File: config.mk
export PLATFORM = sky130hd
export DESIGN_NAME = rtcs_port
export DESIGN_NICKNAME = d
export VERILOG_FILES = /design/src/core/rtcs_pkg.sv /design/src/core/rtcs_strm_if.sv /design/src/core/rtcs_port.sv /design/src/core/rtcs_buf.sv
export VERILOG_INCLUDE_DIRS = /design/src /design/src/core
export SDC_FILE = /design/constraint.sdc
export NUM_CORES = 1
export LEC_CHECK = 0
export BUFFER_PORTS_ARGS = -buffer_cell sky130_fd_sc_hd__buf_4
export CORE_ASPECT_RATIO = 1.1
export CORE_UTILIZATION = 43
export DETAILED_ROUTE_END_ITERATION = 8
export GPL_TIMING_DRIVEN = 1
export PLACE_DENSITY_LB_ADDON = 0.12
export SLEW_MARGIN = 20
export SYNTH_ARGS = -nofsm -noshare
export SYNTH_HDL_FRONTEND = slang
export SYNTH_SLANG_ARGS = --single-unit
File: constraint.sdc
create_clock -name clk -period 2.4 [get_ports clk]
set_input_delay 0.48 -clock clk [delete_from_list [all_inputs] [get_ports clk]]
set_output_delay 0.48 -clock clk [all_outputs]
set_load 0.03 [all_outputs]
File: src/core/rtcs_cfg.svh
`ifndef RTCS_CFG_SVH
`define RTCS_CFG_SVH

// Seven-bit bus address that this port answers to.
`define RTCS_SLAVE_ADDR 7'h68
// Width of one byte on the serial line and of the register pointer.
`define RTCS_BYTE_W 8
// Bit count reached when a whole byte has been shifted in.
`define RTCS_BITS_IN 4'h8
// Fall count at which the last transmitted bit has been on the line.
`define RTCS_BITS_OUT 4'h7
// Value of the direction bit that selects a read.
`define RTCS_DIR_READ 1'h1
// Depth of the write-data buffer; the buffer structure serves only two.
`define RTCS_BUF_DEPTH 2

`endif

File: src/core/rtcs_pkg.sv
package rtcs_pkg;

	// Link-facing sequencer states.
	typedef enum logic [2:0] {
		ST_IDLE,
		ST_RXBYTE,
		ST_RXACK,
		ST_TXBYTE,
		ST_TXACK
	} rtcs_state_t;

	// What the byte now being received means.
	typedef enum logic [1:0] {
		KIND_ADDR,
		KIND_PTR,
		KIND_DATA
	} rtcs_kind_t;

endpackage

File: src/core/rtcs_strm_if.sv
`timescale 1ns/1ps
// Valid/ready word stream between the sequencer and the write buffer.
interface rtcs_strm_if #(
	parameter int W = 16
);
	logic valid;
	logic ready;
	logic [W-1:0] data;

	modport src (output valid, output data, input ready);
	modport snk (input valid, input data, output ready);
endinterface

File: src/core/rtcs_port.sv
`timescale 1ns/1ps
`include "rtcs_cfg.svh"
// Overview of operation
// - Acknowledge every received byte, a matching address included.
// - Shift bytes most significant bit first.
// - Stop or repeated start ends a transfer.
// - Start begins, stop ends, in both directions.
// - First byte is address 1101000 plus direction.
// - Direction one means read after address acknowledge.
// - Matching address gets data line pulled low.
// - First written byte loads the register pointer.
// - Store each data byte, acknowledge, advance pointer; with buffer and holding word full, a new byte overwrites the held one.
// - Read starts from the register at pointer.
// - Pointer persists across transfers.
// - Keep sending until a not-acknowledge arrives.
// - Release data line after a not-acknowledge.
// - Data changes with clock low; else start/stop.
// - Hold acknowledge low through the ninth clock high.
module rtcs_port import rtcs_pkg::*; #(
	parameter logic [6:0] SLAVE_ADDR = `RTCS_SLAVE_ADDR,
	parameter int BW = `RTCS_BYTE_W
) (
	input wire logic clk, // System clock, 50 MHz.
	input wire logic sys_rst, // Synchronous reset, active high.
	input wire logic clkEn, // Freezes all state while low.
	input wire logic sclIn, // Serial clock pin level.
	input wire logic sdaIn, // Serial data pin level.
	output logic sdaOut, // Serial data drive value, always low.
	output logic sdaOeN, // Serial data enable, low while pulling low.
	output logic [BW-1:0] rdAddr, // Register the read data must show.
	input wire logic [BW-1:0] rdData, // Contents of register rdAddr.
	output logic wrValid, // A write word is offered.
	output logic [BW-1:0] wrAddr, // Register to be written.
	output logic [BW-1:0] wrData, // Value to be written.
	input wire logic wrReady // Register file takes the write word.
);

	logic [2:0] sclSync_ff;
	logic [2:0] sdaSync_ff;
	logic sclRise;
	logic sclFall;
	logic startSeen;
	logic stopSeen;
	rtcs_state_t state_ff;
	rtcs_kind_t kind_ff;
	logic [3:0] bitCnt_ff;
	logic [BW-1:0] rxShift_ff;
	logic [BW-1:0] txShift_ff;
	logic [BW-1:0] ptr_ff;
	logic readMode_ff;
	logic masterAck_ff;
	logic sdaOeN_ff;
	logic sdaOut_ff;
	logic pendValid_ff;
	logic [2*BW-1:0] pendWord_ff;
	logic byteDone;
	logic addrMatch;
	logic [BW-1:0] ptrNext;

	rtcs_strm_if #(.W(2*BW)) toBuf ();
	rtcs_strm_if #(.W(2*BW)) fromBuf ();

	// Checked at elaboration: the bit counters assume whole 8-bit bytes.
	if (BW != 8) begin : badWidth
		$error("rtcs_port shifts whole 8-bit bytes only");
	end

	// Pointer arithmetic wraps at the byte width.
	function automatic logic [BW-1:0] incPtr(input logic [BW-1:0] p);
		incPtr = p + {{(BW-1){1'b0}}, 1'b1};
	endfunction

	// Pins come from another domain: two flops, then a history flop.
	// Only stages 1 and 2 are looked at by edge logic.
	always_ff @(posedge clk) begin
		if (sys_rst) begin
			sclSync_ff <= 3'h7;
			sdaSync_ff <= 3'h7;
		end else if (clkEn) begin
			sclSync_ff <= {sclSync_ff[1:0], sclIn};
			sdaSync_ff <= {sdaSync_ff[1:0], sdaIn};
		end
	end

	// Data moving while the clock is high marks a start or a stop.
	assign sclRise = clkEn & sclSync_ff[1] & ~sclSync_ff[2];
	assign sclFall = clkEn & ~sclSync_ff[1] & sclSync_ff[2];
	assign startSeen = clkEn & sclSync_ff[1] & sclSync_ff[2] & ~sdaSync_ff[1] & sdaSync_ff[2];
	assign stopSeen = clkEn & sclSync_ff[1] & sclSync_ff[2] & sdaSync_ff[1] & ~sdaSync_ff[2];
	assign byteDone = sclFall && state_ff == ST_RXBYTE && bitCnt_ff == `RTCS_BITS_IN;
	assign addrMatch = rxShift_ff[BW-1:1] == SLAVE_ADDR;
	assign ptrNext = incPtr(ptr_ff);

	// Link sequencer: bits sampled on clock rise, line changed on fall.
	// The clock pin is only ever sampled; nothing here can stretch it.
	always_ff @(posedge clk) begin
		if (sys_rst) begin
			state_ff <= ST_IDLE;
			kind_ff <= KIND_ADDR;
			bitCnt_ff <= 4'h0;
			rxShift_ff <= '0;
			txShift_ff <= '0;
			readMode_ff <= 1'h0;
			masterAck_ff <= 1'h0;
			sdaOeN_ff <= 1'h1;
		end else if (startSeen) begin
			// A repeated start simply opens a fresh transfer.
			state_ff <= ST_RXBYTE;
			kind_ff <= KIND_ADDR;
			bitCnt_ff <= 4'h0;
			sdaOeN_ff <= 1'h1;
		end else if (stopSeen) begin
			state_ff <= ST_IDLE;
			sdaOeN_ff <= 1'h1;
		end else begin
			case (state_ff)
				ST_RXBYTE: begin
					if (sclRise && bitCnt_ff != `RTCS_BITS_IN) begin
						rxShift_ff <= {rxShift_ff[BW-2:0], sdaSync_ff[1]};
						bitCnt_ff <= bitCnt_ff + 4'h1;
					end else if (byteDone) begin
						if (kind_ff == KIND_ADDR && !addrMatch) begin
							state_ff <= ST_IDLE;
						end else begin
							state_ff <= ST_RXACK;
							sdaOeN_ff <= 1'h0;
							if (kind_ff == KIND_ADDR) begin
								readMode_ff <= rxShift_ff[0] == `RTCS_DIR_READ;
							end
						end
					end
				end
				ST_RXACK: begin
					// Held low from the fall before the ninth pulse to its fall.
					if (sclFall) begin
						bitCnt_ff <= 4'h0;
						if (kind_ff == KIND_ADDR && readMode_ff) begin
							// Pointer was left by the last transfer, or just set.
							txShift_ff <= rdData;
							sdaOeN_ff <= rdData[BW-1];
							state_ff <= ST_TXBYTE;
						end else begin
							sdaOeN_ff <= 1'h1;
							state_ff <= ST_RXBYTE;
							kind_ff <= kind_ff == KIND_ADDR ? KIND_PTR : KIND_DATA;
						end
					end
				end
				ST_TXBYTE: begin
					if (sclFall) begin
						if (bitCnt_ff == `RTCS_BITS_OUT) begin
							sdaOeN_ff <= 1'h1;
							state_ff <= ST_TXACK;
						end else begin
							txShift_ff <= {txShift_ff[BW-2:0], 1'b0};
							sdaOeN_ff <= txShift_ff[BW-2];
							bitCnt_ff <= bitCnt_ff + 4'h1;
						end
					end
				end
				ST_TXACK: begin
					// The master answers each byte; low means send another.
					if (sclRise) begin
						masterAck_ff <= ~sdaSync_ff[1];
					end else if (sclFall) begin
						bitCnt_ff <= 4'h0;
						if (masterAck_ff) begin
							txShift_ff <= rdData;
							sdaOeN_ff <= rdData[BW-1];
							state_ff <= ST_TXBYTE;
						end else begin
							sdaOeN_ff <= 1'h1;
							state_ff <= ST_IDLE;
						end
					end
				end
				default: begin
					sdaOeN_ff <= 1'h1;
				end
			endcase
		end
	end

	// Register pointer is never cleared by a start, only by reset.
	always_ff @(posedge clk) begin
		if (sys_rst) begin
			ptr_ff <= '0;
		end else if (byteDone && kind_ff == KIND_PTR) begin
			ptr_ff <= rxShift_ff;
		end else if (byteDone && kind_ff == KIND_DATA) begin
			ptr_ff <= ptrNext;
		end else if (sclFall && state_ff == ST_TXBYTE && bitCnt_ff == `RTCS_BITS_OUT) begin
			ptr_ff <= ptrNext;
		end
	end

	// Received data words wait here until the buffer has room. The master
	// cannot be held off, so a full buffer plus a full holding word while
	// a fourth byte lands loses the holding word, the newest waiting one.
	always_ff @(posedge clk) begin
		if (sys_rst) begin
			pendValid_ff <= 1'h0;
			pendWord_ff <= '0;
		end else if (byteDone && kind_ff == KIND_DATA) begin
			pendValid_ff <= 1'h1;
			pendWord_ff <= {ptr_ff, rxShift_ff};
		end else if (pendValid_ff && toBuf.ready && clkEn) begin
			pendValid_ff <= 1'h0;
		end
	end

	// Data drive value is a constant low; only the enable moves.
	always_ff @(posedge clk) begin
		if (sys_rst) begin
			sdaOut_ff <= 1'h0;
		end else if (clkEn) begin
			sdaOut_ff <= 1'h0;
		end
	end

	assign toBuf.valid = pendValid_ff;
	assign toBuf.data = pendWord_ff;
	assign fromBuf.ready = wrReady;

	rtcs_buf #(.W(2*BW), .DEPTH(`RTCS_BUF_DEPTH)) wrBuf (
		.clk(clk),
		.sys_rst(sys_rst),
		.clkEn(clkEn),
		.inS(toBuf),
		.outS(fromBuf)
	);

	assign sdaOut = sdaOut_ff;
	assign sdaOeN = sdaOeN_ff;
	assign rdAddr = ptr_ff;
	assign wrValid = fromBuf.valid;
	assign wrAddr = fromBuf.data[2*BW-1:BW];
	assign wrData = fromBuf.data[BW-1:0];
endmodule

File: src/core/rtcs_buf.sv
`timescale 1ns/1ps
`include "rtcs_cfg.svh"
// Two-entry buffer: one output register plus one skid register.
// Ready towards the source is a flop, so the source sees it without a
// combinational path through the sink's ready.
module rtcs_buf import rtcs_pkg::*; #(
	parameter int W = 16,
	parameter int DEPTH = `RTCS_BUF_DEPTH
) (
	input wire logic clk, // System clock.
	input wire logic sys_rst, // Synchronous reset, active high.
	input wire logic clkEn, // Freezes all state while low.
	rtcs_strm_if.snk inS, // Words from the sequencer.
	rtcs_strm_if.src outS // Words towards the register file.
);

	logic [W-1:0] skidData_ff;
	logic skidValid_ff;
	logic outValid_ff;
	logic [W-1:0] outData_ff;
	logic push;
	logic pop;

	// Checked at elaboration: the skid structure holds exactly two words.
	if (DEPTH != 2 || W < 1) begin : badCfg
		$error("rtcs_buf serves exactly two entries of nonzero width");
	end

	// A full skid register is the only reason to refuse a word.
	assign inS.ready = ~skidValid_ff;
	assign outS.valid = outValid_ff;
	assign outS.data = outData_ff;
	assign push = inS.valid & ~skidValid_ff;
	assign pop = outValid_ff & outS.ready;

	// Output register refills from the skid first so order is kept.
	always_ff @(posedge clk) begin
		if (sys_rst) begin
			outValid_ff <= 1'h0;
			outData_ff <= '0;
			skidValid_ff <= 1'h0;
			skidData_ff <= '0;
		end else if (clkEn) begin
			if (!outValid_ff || pop) begin
				if (skidValid_ff) begin
					outData_ff <= skidData_ff;
					outValid_ff <= 1'h1;
					skidValid_ff <= 1'h0;
				end else begin
					outValid_ff <= push;
					if (push) begin
						outData_ff <= inS.data;
					end
				end
			end else if (push) begin
				skidData_ff <= inS.data;
				skidValid_ff <= 1'h1;
			end
		end
	end
endmodule

==> impl_metrics.py, run 1 <==
metrics = {
    "finish": {
        "final_cell_area_mm2": 0.004816,
        "drive_above_1_share_pct": 16.80,
        "final_util_pct": 50.74,
        "area_delta_synth_final_pct": 12.97,
        "layout.nets": 495,
        "antenna_cells": 0,
    },
    "critical_path": {
        "worst_ep_required_time_ns": 2.69,
        "end_kind": "flip-flop",
        "crit_type": "reg -> reg",
        "arrival_ns": 2.46,
        "path_cells": "or3b_1 -> o21ai_0 -> nand4_2 -> or2_1 -> a21oi_1",
        "cp-start-kind": "flip-flop",
        "cpPeakStageDelay_ns": 0.57,
        "slowest_stage": "dfxtp_1",
        "path_max_fanout": 12,
        "worstReg2RegStart": "state_ff[2]",
        "regToRegSetupSlack_ns": 0.23,
        "critPathLaunch": "state_ff[2]",
    },
    "worst_hold_path": {
        "hold_path_startpoint": "sdaIn",
        "hp-class": "in -> reg",
    },
    "timing": {
        "finalHoldViolations": 0,
        "finalClockSkew_ns": 0.01219,
        "rsz0062_at_grt": "no",
        "period_share_pct": 90.31,
        "drv_slew": 0,
        "max-slew-margin-rel_pct": 58.17,
        "fin_crit_ns": 2.168,
        "fin_setup_tns_ns": 0,
        "setup_viol": 0,
        "fmax_mhz": 461.4,
        "worst_pin_slew_ns": 0.6274,
    },
    "floorplan": {
        "num_io_pins": 41,
        "rows": 37,
        "die_area_mm2": 0.01032,
        "die_h_um": 106.4,
        "die_x_um": 96.94,
        "core-area_mm2": 0.009490,
        "initial_core_util_pct": 44.92,
    },
    "synthesis": {
        "syn_nets": 469,
        "synth-seq-cells": 92,
        "syn_area_mm2": 0.004263,
        "synthFlopType": "dfxtp_1",
        "ys_seq_area_share_pct": 43.21,
        "synthTopCellsByArea": "dfxtp_1 (43%), mux2i_1 (15%), nor2_1 (7.4%)",
        "synth.distinct_cells": 60,
        "yosysWarningCount": 0,
        "synth_edf_count": 0,
        "syn_inst": 452,
        "async_reset_ff_share_pct": 0,
        "syn_area_per_cell_um2": 9.431,
        "yosysTopAreaCell": "dfxtp_1",
        "synth_top_cell_area_share_pct": 43.21,
    },
    "cts": {
        "clkSlewWorstSetupHoldPaths_ns": 0.09,
        "clock-sinks": 92,
        "clockBufferDepth": 2,
        "clkLatencyLatePin_ns": 0.36,
        "htreeDepth": 3,
        "ctsHoldBuffers": 0,
        "cts_resized": 0,
        "cts_tree": "yes",
        "cts-root-buf": "clkbuf_8",
        "postCtsSetupRepairBufs": 0,
        "numCtsBuffers": 9,
    },
    "grt": {
        "grtUsageTotal_pct": 16.88,
        "grt_pass1_wl_um": 14090,
        "antenna_found_initial": 0,
        "grt_pass1_vias": 2948,
        "grt_overflow": 0,
        "grt_max_degree": 62,
    },
    "power": {
        "p_leak_nw": 1.937,
        "ir_worst_vdd_v": 0.0003472,
        "p_per_area_mw_per_mm2": 546.6,
    },
    "routing": {
        "drc_errors": 0,
        "vias": 3234,
        "post_drt_via_cell_ratio": 5.399,
        "drtIter0Drc": 79,
        "routed_wl_um": 8317,
        "ant_nets": 0,
        "dr.pass1.iters": 4,
        "post_drt_wl_per_cell_um": 13.88,
    },
    "place": {
        "post_dp_cell_area_mm2": 0.004633,
        "dp_hpwl_um": 5794,
        "io_buffer_count": 39,
        "gp_congestion": 0.8217,
    },
    "outcome": {
        "outcome": "finished, final reports clean",
    },
    "run": {
        "drv_cap": 0,
    },
}
[kinds of logic after synthesis]
kind of cell / after synthesis / synth area share (%)
xor gates and xnor gates: 5 / 1.027
AOI/OAI and AO/OA: 79 / 14.06
and+or+nand+nor: 159 / 19.34
adders and majority gates: 3 / 0.8806
muxes: 72 / 17.08
DFF: 92 / 43.21
buffers and inverters: 41 / 4.314
other: 1 / 0.08797
[sequential cells by signal, summed over array words and instances (netlist names), 2 cells and up]
register,count
wrBuf.skidData_ff,16
txShift_ff,7
sclSync_ff,3
wrBuf.outS.data,16
bitCnt_ff,4
kind_ff,2
rdAddr,8
rxShift_ff,8
state_ff,3
sdaSync_ff,3
pendWord_ff,16
[area by class of cell]
class	instances	area, um2
Clock buffer	11	131.4
Sequential cell	92	1842
Clock inverter	4	51.30
Fill cell	922	4674
Tap cell	117	146.4
Inverter	8	30.03
Multi-Input combinational cell	319	2242
Timing Repair Buffer	48	372.9
[placed cells by master (no fill, tap or decap), types with 2 or more instances in the layout]
cell type,instances
a2111oi_4,2
a211o_1,8
a211oi_1,24
a21o_1,3
a21oi_1,15
a22oi_1,2
a32o_1,2
and3_1,3
and3b_1,2
and4b_1,2
buf_4,47
clkbuf_1,2
clkbuf_8,9
dfxtp_1,92
ha_1,3
inv_1,8
mux2_2,6
mux2i_1,66
nand2_1,12
nand2b_1,4
nand3_1,6
nand3b_1,4
nand4_1,4
nor2_1,84
nor2b_1,10
nor3_1,5
nor3b_1,3
o21a_1,2
o21ai_0,9
or2_2,4
or3_1,2
or3b_2,2
xnor2_1,4
[stage by stage]
step                      std cells  setup WS (ns)  hold slack, ns  power (mW)
after floorplan                 452         0.4188          0.4294       1.639
after global placement          584         0.2579          0.4418       1.670
after detailed placement        584         0.2345          0.4485       1.672
after CTS                       599         0.2271          0.3215       2.679
after global routing            599        0.05516          0.3318       2.744
final                           599         0.2325          0.3370       2.632
[worst paths after layout]
kind	cells after the start	endpoint
min	2	sdaSync_ff[0]
max reg2reg	5	txShift_ff[0]
max	5	txShift_ff[0]
min reg2reg	1	sclSync_ff[1]
[metal layers]
layer / GRT usage (%) / part of all wire (%) / up-vias
met2: 28.57 / 47 / 46
met5: 0 / 0 / -
met4: 8.422 / 1.8 / 0
li1: - / - / 1662
met1: 20.68 / 48 / 1513
met3: 2.893 / 3.1 / 13
[synth_stat cells, drive strengths merged, types with 2 or more instances]
master   count
a2111oi      2
a211o        8
a211oi      24
a21o         3
a21oi       15
a22oi        2
a32o         2
and3         3
and3b        2
and4b        2
buf         13
clkbuf      20
dfxtp       92
ha           3
inv          8
mux2         6
mux2i       66
nand2       12
nand2b       4
nand3        6
nand3b       5
nand4        5
nor2        84
nor2b       10
nor3         5
nor3b        5
o21a         2
o21ai        9
or2          5
or3          2
or3b         3
xnor2        4
[worst max-delay path, delay by kind of cell (launching register included)]
kind	cells	cell delay [ns]
and+or+nand+nor	3	1.16
DFF	1	0.57
AOI/OAI and AO/OA	2	0.37
[power by group]
| part | switching (mW) | leakage, nW | internal [mW] | total, mW |
|---|---|---|---|---|
| clock network | 0.522 | 0.0894 | 0.477 | 0.998 |
| logic | 0.0536 | 1.11 | 0.0393 | 0.0928 |
| registers | 0.00907 | 0.742 | 1.53 | 1.54 |
Power figures use the tool's default switching activity.
==> run 2: changes to the inputs <==
--- a/config.mk
+++ b/config.mk
@@ -6,6 +6,7 @@
 export SDC_FILE = /design/constraint.sdc
 export NUM_CORES = 1
 export LEC_CHECK = 0
+export ABC_AREA = 1
 export BUFFER_PORTS_ARGS = -buffer_cell sky130_fd_sc_hd__buf_4
 export CORE_ASPECT_RATIO = 1.1
 export CORE_UTILIZATION = 43
==> impl_metrics.py, run 2 <==
metrics = {
    "outcome": {
        "outcome": "finished, final reports clean",
    },
    "critical_path": {
        "crit_type": "reg -> reg",
        "reg2reg_to": "pendWord_ff[14]",
        "arrival_ns": 1.99,
        "regToRegSetupSlack_ns": 0.61,
        "reg2reg_depth": 10,
        "end_kind": "flip-flop",
        "worst_ep_required_time_ns": 2.61,
        "worstReg2RegStart": "bitCnt_ff[0]",
        "cp-start-kind": "flip-flop",
        "path_max_fanout": 33,
    },
    "cts": {
        "numCtsBuffers": 9,
        "cts_tree": "yes",
        "clock-sinks": 92,
        "clockBufferDepth": 2,
        "clkSlewWorstSetupHoldPaths_ns": 0.09,
        "ctsHoldBuffers": 0,
        "cts_resized": 0,
        "postCtsSetupRepairBufs": 0,
        "clkLatencyLatePin_ns": 0.34,
        "cts-root-buf": "clkbuf_8",
        "htreeDepth": 3,
    },
    "floorplan": {
        "die_area_mm2": 0.01082,
        "rows": 38,
        "core-area_mm2": 0.009985,
        "die_h_um": 109.0,
        "initial_core_util_pct": 44.84,
        "die_x_um": 99.29,
        "num_io_pins": 41,
    },
    "place": {
        "place_worst_setup_slack_ns": 0.4717,
        "gp_congestion": 0.8479,
        "io_buffer_count": 39,
        "dp_hpwl_um": 6456,
    },
    "routing": {
        "wl_met2_um": 4400,
        "drtIter0Drc": 154,
        "post_drt_wl_per_cell_um": 11.56,
        "vias": 3764,
        "ant_nets": 0,
        "met3_length_um": 235,
        "routed_wl_um": 8855,
        "dr.pass1.iters": 4,
        "drc_errors": 0,
        "top_layer_used": "met4",
        "post_drt_via_cell_ratio": 4.914,
        "m1WireLength_um": 4166,
    },
    "grt": {
        "antenna_found_initial": 0,
        "grt_max_degree": 34,
        "grt_pass1_vias": 3410,
        "grt_pass1_wl_um": 15500,
        "grtUsageTotal_pct": 17.73,
        "grt_overflow": 0,
    },
    "timing": {
        "finalHoldViolations": 0,
        "period_share_pct": 74.42,
        "fin_setup_tns_ns": 0,
        "finalClockSkew_ns": 0.008510,
        "max-slew-margin-rel_pct": 52.71,
        "fin_ws_ns": 0.6140,
        "fmax_mhz": 559.9,
        "setup_viol": 0,
        "whs_ns": 0.3486,
        "drv_slew": 0,
        "fin_crit_ns": 1.786,
        "worst_pin_slew_ns": 0.7066,
        "rsz0062_at_grt": "no",
    },
    "power": {
        "p_comb_share_pct": 20.0,
        "p_per_area_mw_per_mm2": 665.3,
        "p_leak_nw": 2.160,
        "p_switching_mw": 1.031,
        "switching_share_pct": 30.81,
        "seqPwrFrac_pct": 49.0,
        "p_int_mw": 2.316,
        "ir_worst_vdd_v": 0.0004784,
        "pwr-share-clk_pct": 31.0,
        "power_mw": 3.347,
    },
    "synthesis": {
        "synthTopCellsByArea": "dfxtp_1 (41%), nand2_1 (9.4%), o21ai_0 (7.2%)",
        "synth_edf_count": 0,
        "syn_area_mm2": 0.004477,
        "syn_area_per_cell_um2": 7.303,
        "synth-seq-cells": 92,
        "yosysWarningCount": 0,
        "synth_most_common_cell": "nand2_1",
        "synth.distinct_cells": 39,
        "ys_seq_area_share_pct": 41.14,
        "yosysTopAreaCell": "dfxtp_1",
        "async_reset_ff_share_pct": 0,
        "synthFlopType": "dfxtp_1",
        "netlist_top_cells_count": "nand2_1 (112), dfxtp_1 (92), inv_1 (74)",
        "syn_nets": 630,
        "synth_top_cell_area_share_pct": 41.14,
        "syn_inst": 613,
    },
    "finish": {
        "final_util_pct": 50.39,
        "final_common_cell": "nand2_1",
        "layout_common_cells": "nand2_1 (112), dfxtp_1 (92), inv_1 (74), nor2_1 (67), o21ai_0 (64)",
        "antenna_cells": 0,
        "drive_above_1_share_pct": 18.27,
        "num-fill-cells": 1009,
        "layout.nets": 659,
        "area_delta_synth_final_pct": 12.38,
    },
    "run": {
        "drv_cap": 0,
    },
    "worst_hold_path": {
        "hp-class": "in -> reg",
        "hold-path-cell-count": 3,
        "hold_path_startpoint": "sclIn",
        "hold_end": "sclSync_ff[0]",
    },
}
-- run 2: cells by family (layout without fill, tap and decap cells) --
family / after synthesis / in the layout / share of synthesized area [%]
fa+ha+maj: 3 / 3 / 0.8385
compound gates: 148 / 148 / 20.18
buf+inv: 109 / 142 / 10.20
simple gates: 257 / 257 / 26.97
flops: 92 / 92 / 41.14
other cells: 1 / 1 / 0.08377
xor+xnor: 3 / 3 / 0.5870
-- run 2: layer usage --
metal	vias up	global-route usage (%)
met4	0	5.672
met2	57	31.85
li1	2040	-
met1	1663	21.33
met3	4	3.397
met5	-	0
-- run 2: worst max-delay path by stage --
| stage | startpoint | slack [ns] | depth (start not counted) | end |
|---|---|---|---|---|
| 4_1_cts | bitCnt_ff[0] | 0.60 | 9 | txShift_ff[6] |
| 3_5_place_dp | clkEn | 0.47 | 9 | pendWord_ff[14] |
| 5_1_grt | bitCnt_ff[0] | 0.46 | 10 | pendWord_ff[14] |
| 2_1_floorplan | clkEn | 0.90 | 8 | pendWord_ff[14] |
| 6_report | bitCnt_ff[0] | 0.61 | 10 | pendWord_ff[14] |
| 3_3_place_gp | clkEn | 0.55 | 9 | pendWord_ff[9] |
-- run 2: area by class of cell --
type                       instances  area, um2  area share [%]
multi-input combinational        412       2190           43.52
sequential                        92       1842           36.61
timing repair buffer              46      345.3           6.864
inverter                          81      306.5           6.093
tap                              120      150.1           2.984
clock buffer                      10      137.6           2.736
clock inverter                     5      60.06           1.194
-- run 2: stage by stage --
step | cell area (um2) | std cells
global route | 5031 | 766
detailed placement | 4826 | 751
finish | 5031 | 766
global placement | 4826 | 751
floorplan | 4477 | 613
CTS | 5024 | 766
-- run 2: power by group through the flow --
stage	Clock, mW	Combinational, mW	Sequential, mW
6_report	1.04	0.668	1.64
5_1_grt	1.15	0.770	1.65
4_1_cts	1.09	0.668	1.64
2_1_floorplan	0	0.544	1.67
3_5_place_dp	0	0.667	1.68
3_3_place_gp	0	0.659	1.68
-- run 2: worst max-delay path, cell delays in order (launching register included) --
cell and delay, ns:
dfxtp_1 0.37, inv_1 0.09, ha_1 0.17, nand2_1 0.05
nor2_1 0.14, nand2_2 0.09, nor2_4 0.18, nand2_4 0.06
buf_4 0.26, nor2_1 0.18, a211oi_2 0.05
==> run 3: changes to the inputs <==
==> constraint.sdc (replaced) <==
create_clock -name clk -period 1.6 [get_ports clk]
set_input_delay 0.32 -clock clk [delete_from_list [all_inputs] [get_ports clk]]
set_output_delay 0.32 -clock clk [all_outputs]
set_load 0.03 [all_outputs]
==> impl_metrics.py, run 3 (synthesis gave the netlist of run 2 again) <==
metrics = {
    "cts": {
        "cts_tree": "yes",
        "numCtsBuffers": 9,
        "clockBufferDepth": 2,
        "ctsHoldBuffers": 0,
        "clkSlewWorstSetupHoldPaths_ns": 0.10,
        "cts-root-buf": "clkbuf_8",
        "clkLatencyLatePin_ns": 0.36,
        "clock-sinks": 92,
        "htreeDepth": 3,
    },
    "power": {
        "switching_share_pct": 33.03,
        "power_mw": 5.116,
        "p_per_area_mw_per_mm2": 912.3,
        "pwr-share-clk_pct": 27.5,
        "p_int_mw": 3.426,
        "p_switching_mw": 1.690,
        "p_leak_nw": 2.379,
        "ir_worst_vdd_v": 0.0007555,
        "p_comb_share_pct": 24.0,
        "seqPwrFrac_pct": 48.5,
    },
    "grt": {
        "antenna_found_initial": 0,
        "grt_pass1_wl_um": 16100,
        "grt_overflow": 0,
        "grt_max_degree": 42,
        "grtUsageTotal_pct": 18.56,
        "grt_pass1_vias": 3616,
    },
    "critical_path": {
        "worst_ep_required_time_ns": 1.84,
        "end_kind": "flip-flop",
        "regToRegSetupSlack_ns": -0.01,
        "reg2reg_depth": 11,
        "path_max_fanout": 7,
        "cp-start-kind": "flip-flop",
        "reg2reg_to": "pendWord_ff[11]",
        "worstReg2RegStart": "bitCnt_ff[0]",
        "arrival_ns": 1.85,
        "crit_type": "reg -> reg",
    },
    "floorplan": {
        "die_x_um": 99.29,
        "core-area_mm2": 0.009985,
        "num_io_pins": 41,
        "die_h_um": 109.0,
        "die_area_mm2": 0.01082,
        "initial_core_util_pct": 44.84,
        "rows": 38,
    },
    "timing": {
        "finalClockSkew_ns": 0.01016,
        "drv_slew": 0,
        "fmax_mhz": 621.1,
        "max-slew-margin-rel_pct": 53.87,
        "fin_ws_ns": -0.01005,
        "fin_crit_ns": 1.610,
        "period_share_pct": 100.6,
        "setup_viol": 3,
        "finalHoldViolations": 0,
        "rsz0062_at_grt": "yes",
        "worst_pin_slew_ns": 0.6894,
    },
    "routing": {
        "post_drt_via_cell_ratio": 5.008,
        "ant_nets": 0,
        "wl_met2_um": 4809,
        "drtIter0Drc": 184,
        "routed_wl_um": 9765,
        "met3_length_um": 271,
        "drc_errors": 0,
        "dr.pass1.iters": 4,
        "post_drt_wl_per_cell_um": 12.24,
        "m1WireLength_um": 4353,
        "vias": 3996,
        "top_layer_used": "met4",
    },
    "worst_hold_path": {
        "hold_path_startpoint": "sdaIn",
        "hold_end": "sdaSync_ff[0]",
        "hp-class": "in -> reg",
        "hold-path-cell-count": 3,
    },
    "finish": {
        "final_util_pct": 56.17,
        "area_delta_synth_final_pct": 25.27,
        "drive_above_1_share_pct": 28.32,
        "layout_common_cells": "nand2_1 (109), dfxtp_1 (84), inv_1 (70), o21ai_0 (63), buf_4 (60)",
        "multi_input_area_mm2": 0.002412,
        "num-fill-cells": 945,
        "antenna_cells": 0,
        "seqCellArea_mm2": 0.001854,
        "layout.nets": 690,
        "final_common_cell": "nand2_1",
    },
    "place": {
        "io_buffer_count": 39,
        "gp_congestion": 0.8733,
        "dp_hpwl_um": 6812,
    },
    "outcome": {
        "failed_checks": "setup timing",
        "outcome": "finished, violations left",
    },
    "run": {
        "drv_cap": 0,
    },
}
run 3: cell count changes in the layout (fill, tap and decap cells not counted), moves of 3 or more:
cell     before  now
buf_12        0    7
nor2_1       67   49
buf_6         0    6
inv_1        74   70
nand2_1     112  109
nand3_2       6   10
nand2_4       1    6
dfxtp_2       0    7
nand3_1      35   31
nor2_2        4   13
dfxtp_1      92   84
buf_4        46   60
nor2_4        5   14
run 3: routing by layer:
metal / track usage (%) / up-vias
li1: - / 2109
met4: 10.08 / 0
met5: 0 / -
met1: 21.80 / 1782
met2: 32.84 / 78
met3: 2.564 / 27
run 3: how the worst max path moves through the flow:
stage            startpoint         endpoint  cells after the start
6_report       bitCnt_ff[0]  pendWord_ff[11]                     11
5_1_grt        bitCnt_ff[0]  pendWord_ff[14]                     11
4_1_cts        bitCnt_ff[1]        rdAddr[6]                     12
3_5_place_dp   bitCnt_ff[0]        rdAddr[2]                     11
3_3_place_gp   bitCnt_ff[0]        rdAddr[7]                     10
2_1_floorplan  bitCnt_ff[0]  pendWord_ff[14]                     10
run 3: layout make-up:
cell class / instances / area share, %
well taps: 120 / 2.677
clock buffers: 10 / 2.276
inverters: 81 / 5.578
repair buffers: 75 / 12.67
flip-flops and latches: 92 / 33.07
multi-input cells: 414 / 43.02
clock inverters: 6 / 0.7140
run 3: timing repair:
item | in CTS | in global routing
cloned | 1 | 3
pin swaps | 9 | 14
setup buffers | 6 | 3
resized for setup | 18 | 55
endpoints found under the setup margin | 29 | 39
run 3: power by group through the flow:
| stage | clock network [mW] | registers, mW | logic [mW] |
|---|---|---|---|
| 6_report | 1.41 | 2.48 | 1.23 |
| 5_1_grt | 1.57 | 2.50 | 1.36 |
| 4_1_cts | 1.45 | 2.47 | 1.16 |
| 3_5_place_dp | 0 | 2.52 | 1.09 |
| 3_3_place_gp | 0 | 2.51 | 1.08 |
| 2_1_floorplan | 0 | 2.51 | 0.816 |
run 3: metrics by stage:
| stage | cell area (um2) | setup WS [ns] | TNS (ns) | hold slack, ns | std cells |
|---|---|---|---|---|---|
| after global routing | 5608 | -0.08508 | -1.290 | 0.1683 | 798 |
| final | 5608 | -0.01005 | -0.02330 | 0.1704 | 798 |
| after CTS | 5326 | -0.006144 | -0.02127 | 0.1594 | 792 |
| after floorplan | 4477 | 0.09785 | 0 | 0.4197 | 613 |
| after detailed placement | 5036 | -0.07422 | -1.547 | 0.4347 | 769 |
| after global placement | 5036 | -0.04839 | -0.5287 | 0.4314 | 769 |
run 3: worst max-delay path, stage by stage, from the launching register on:
cell,delay (ns)
dfxtp_4,0.37
inv_4,0.06
ha_4,0.13
nand2_2,0.05
nor2_2,0.11
nand2_2,0.08
nor2_4,0.13
buf_12,0.15
nand2_8,0.09
buf_12,0.18
nor2_2,0.09
a211oi_2,0.04
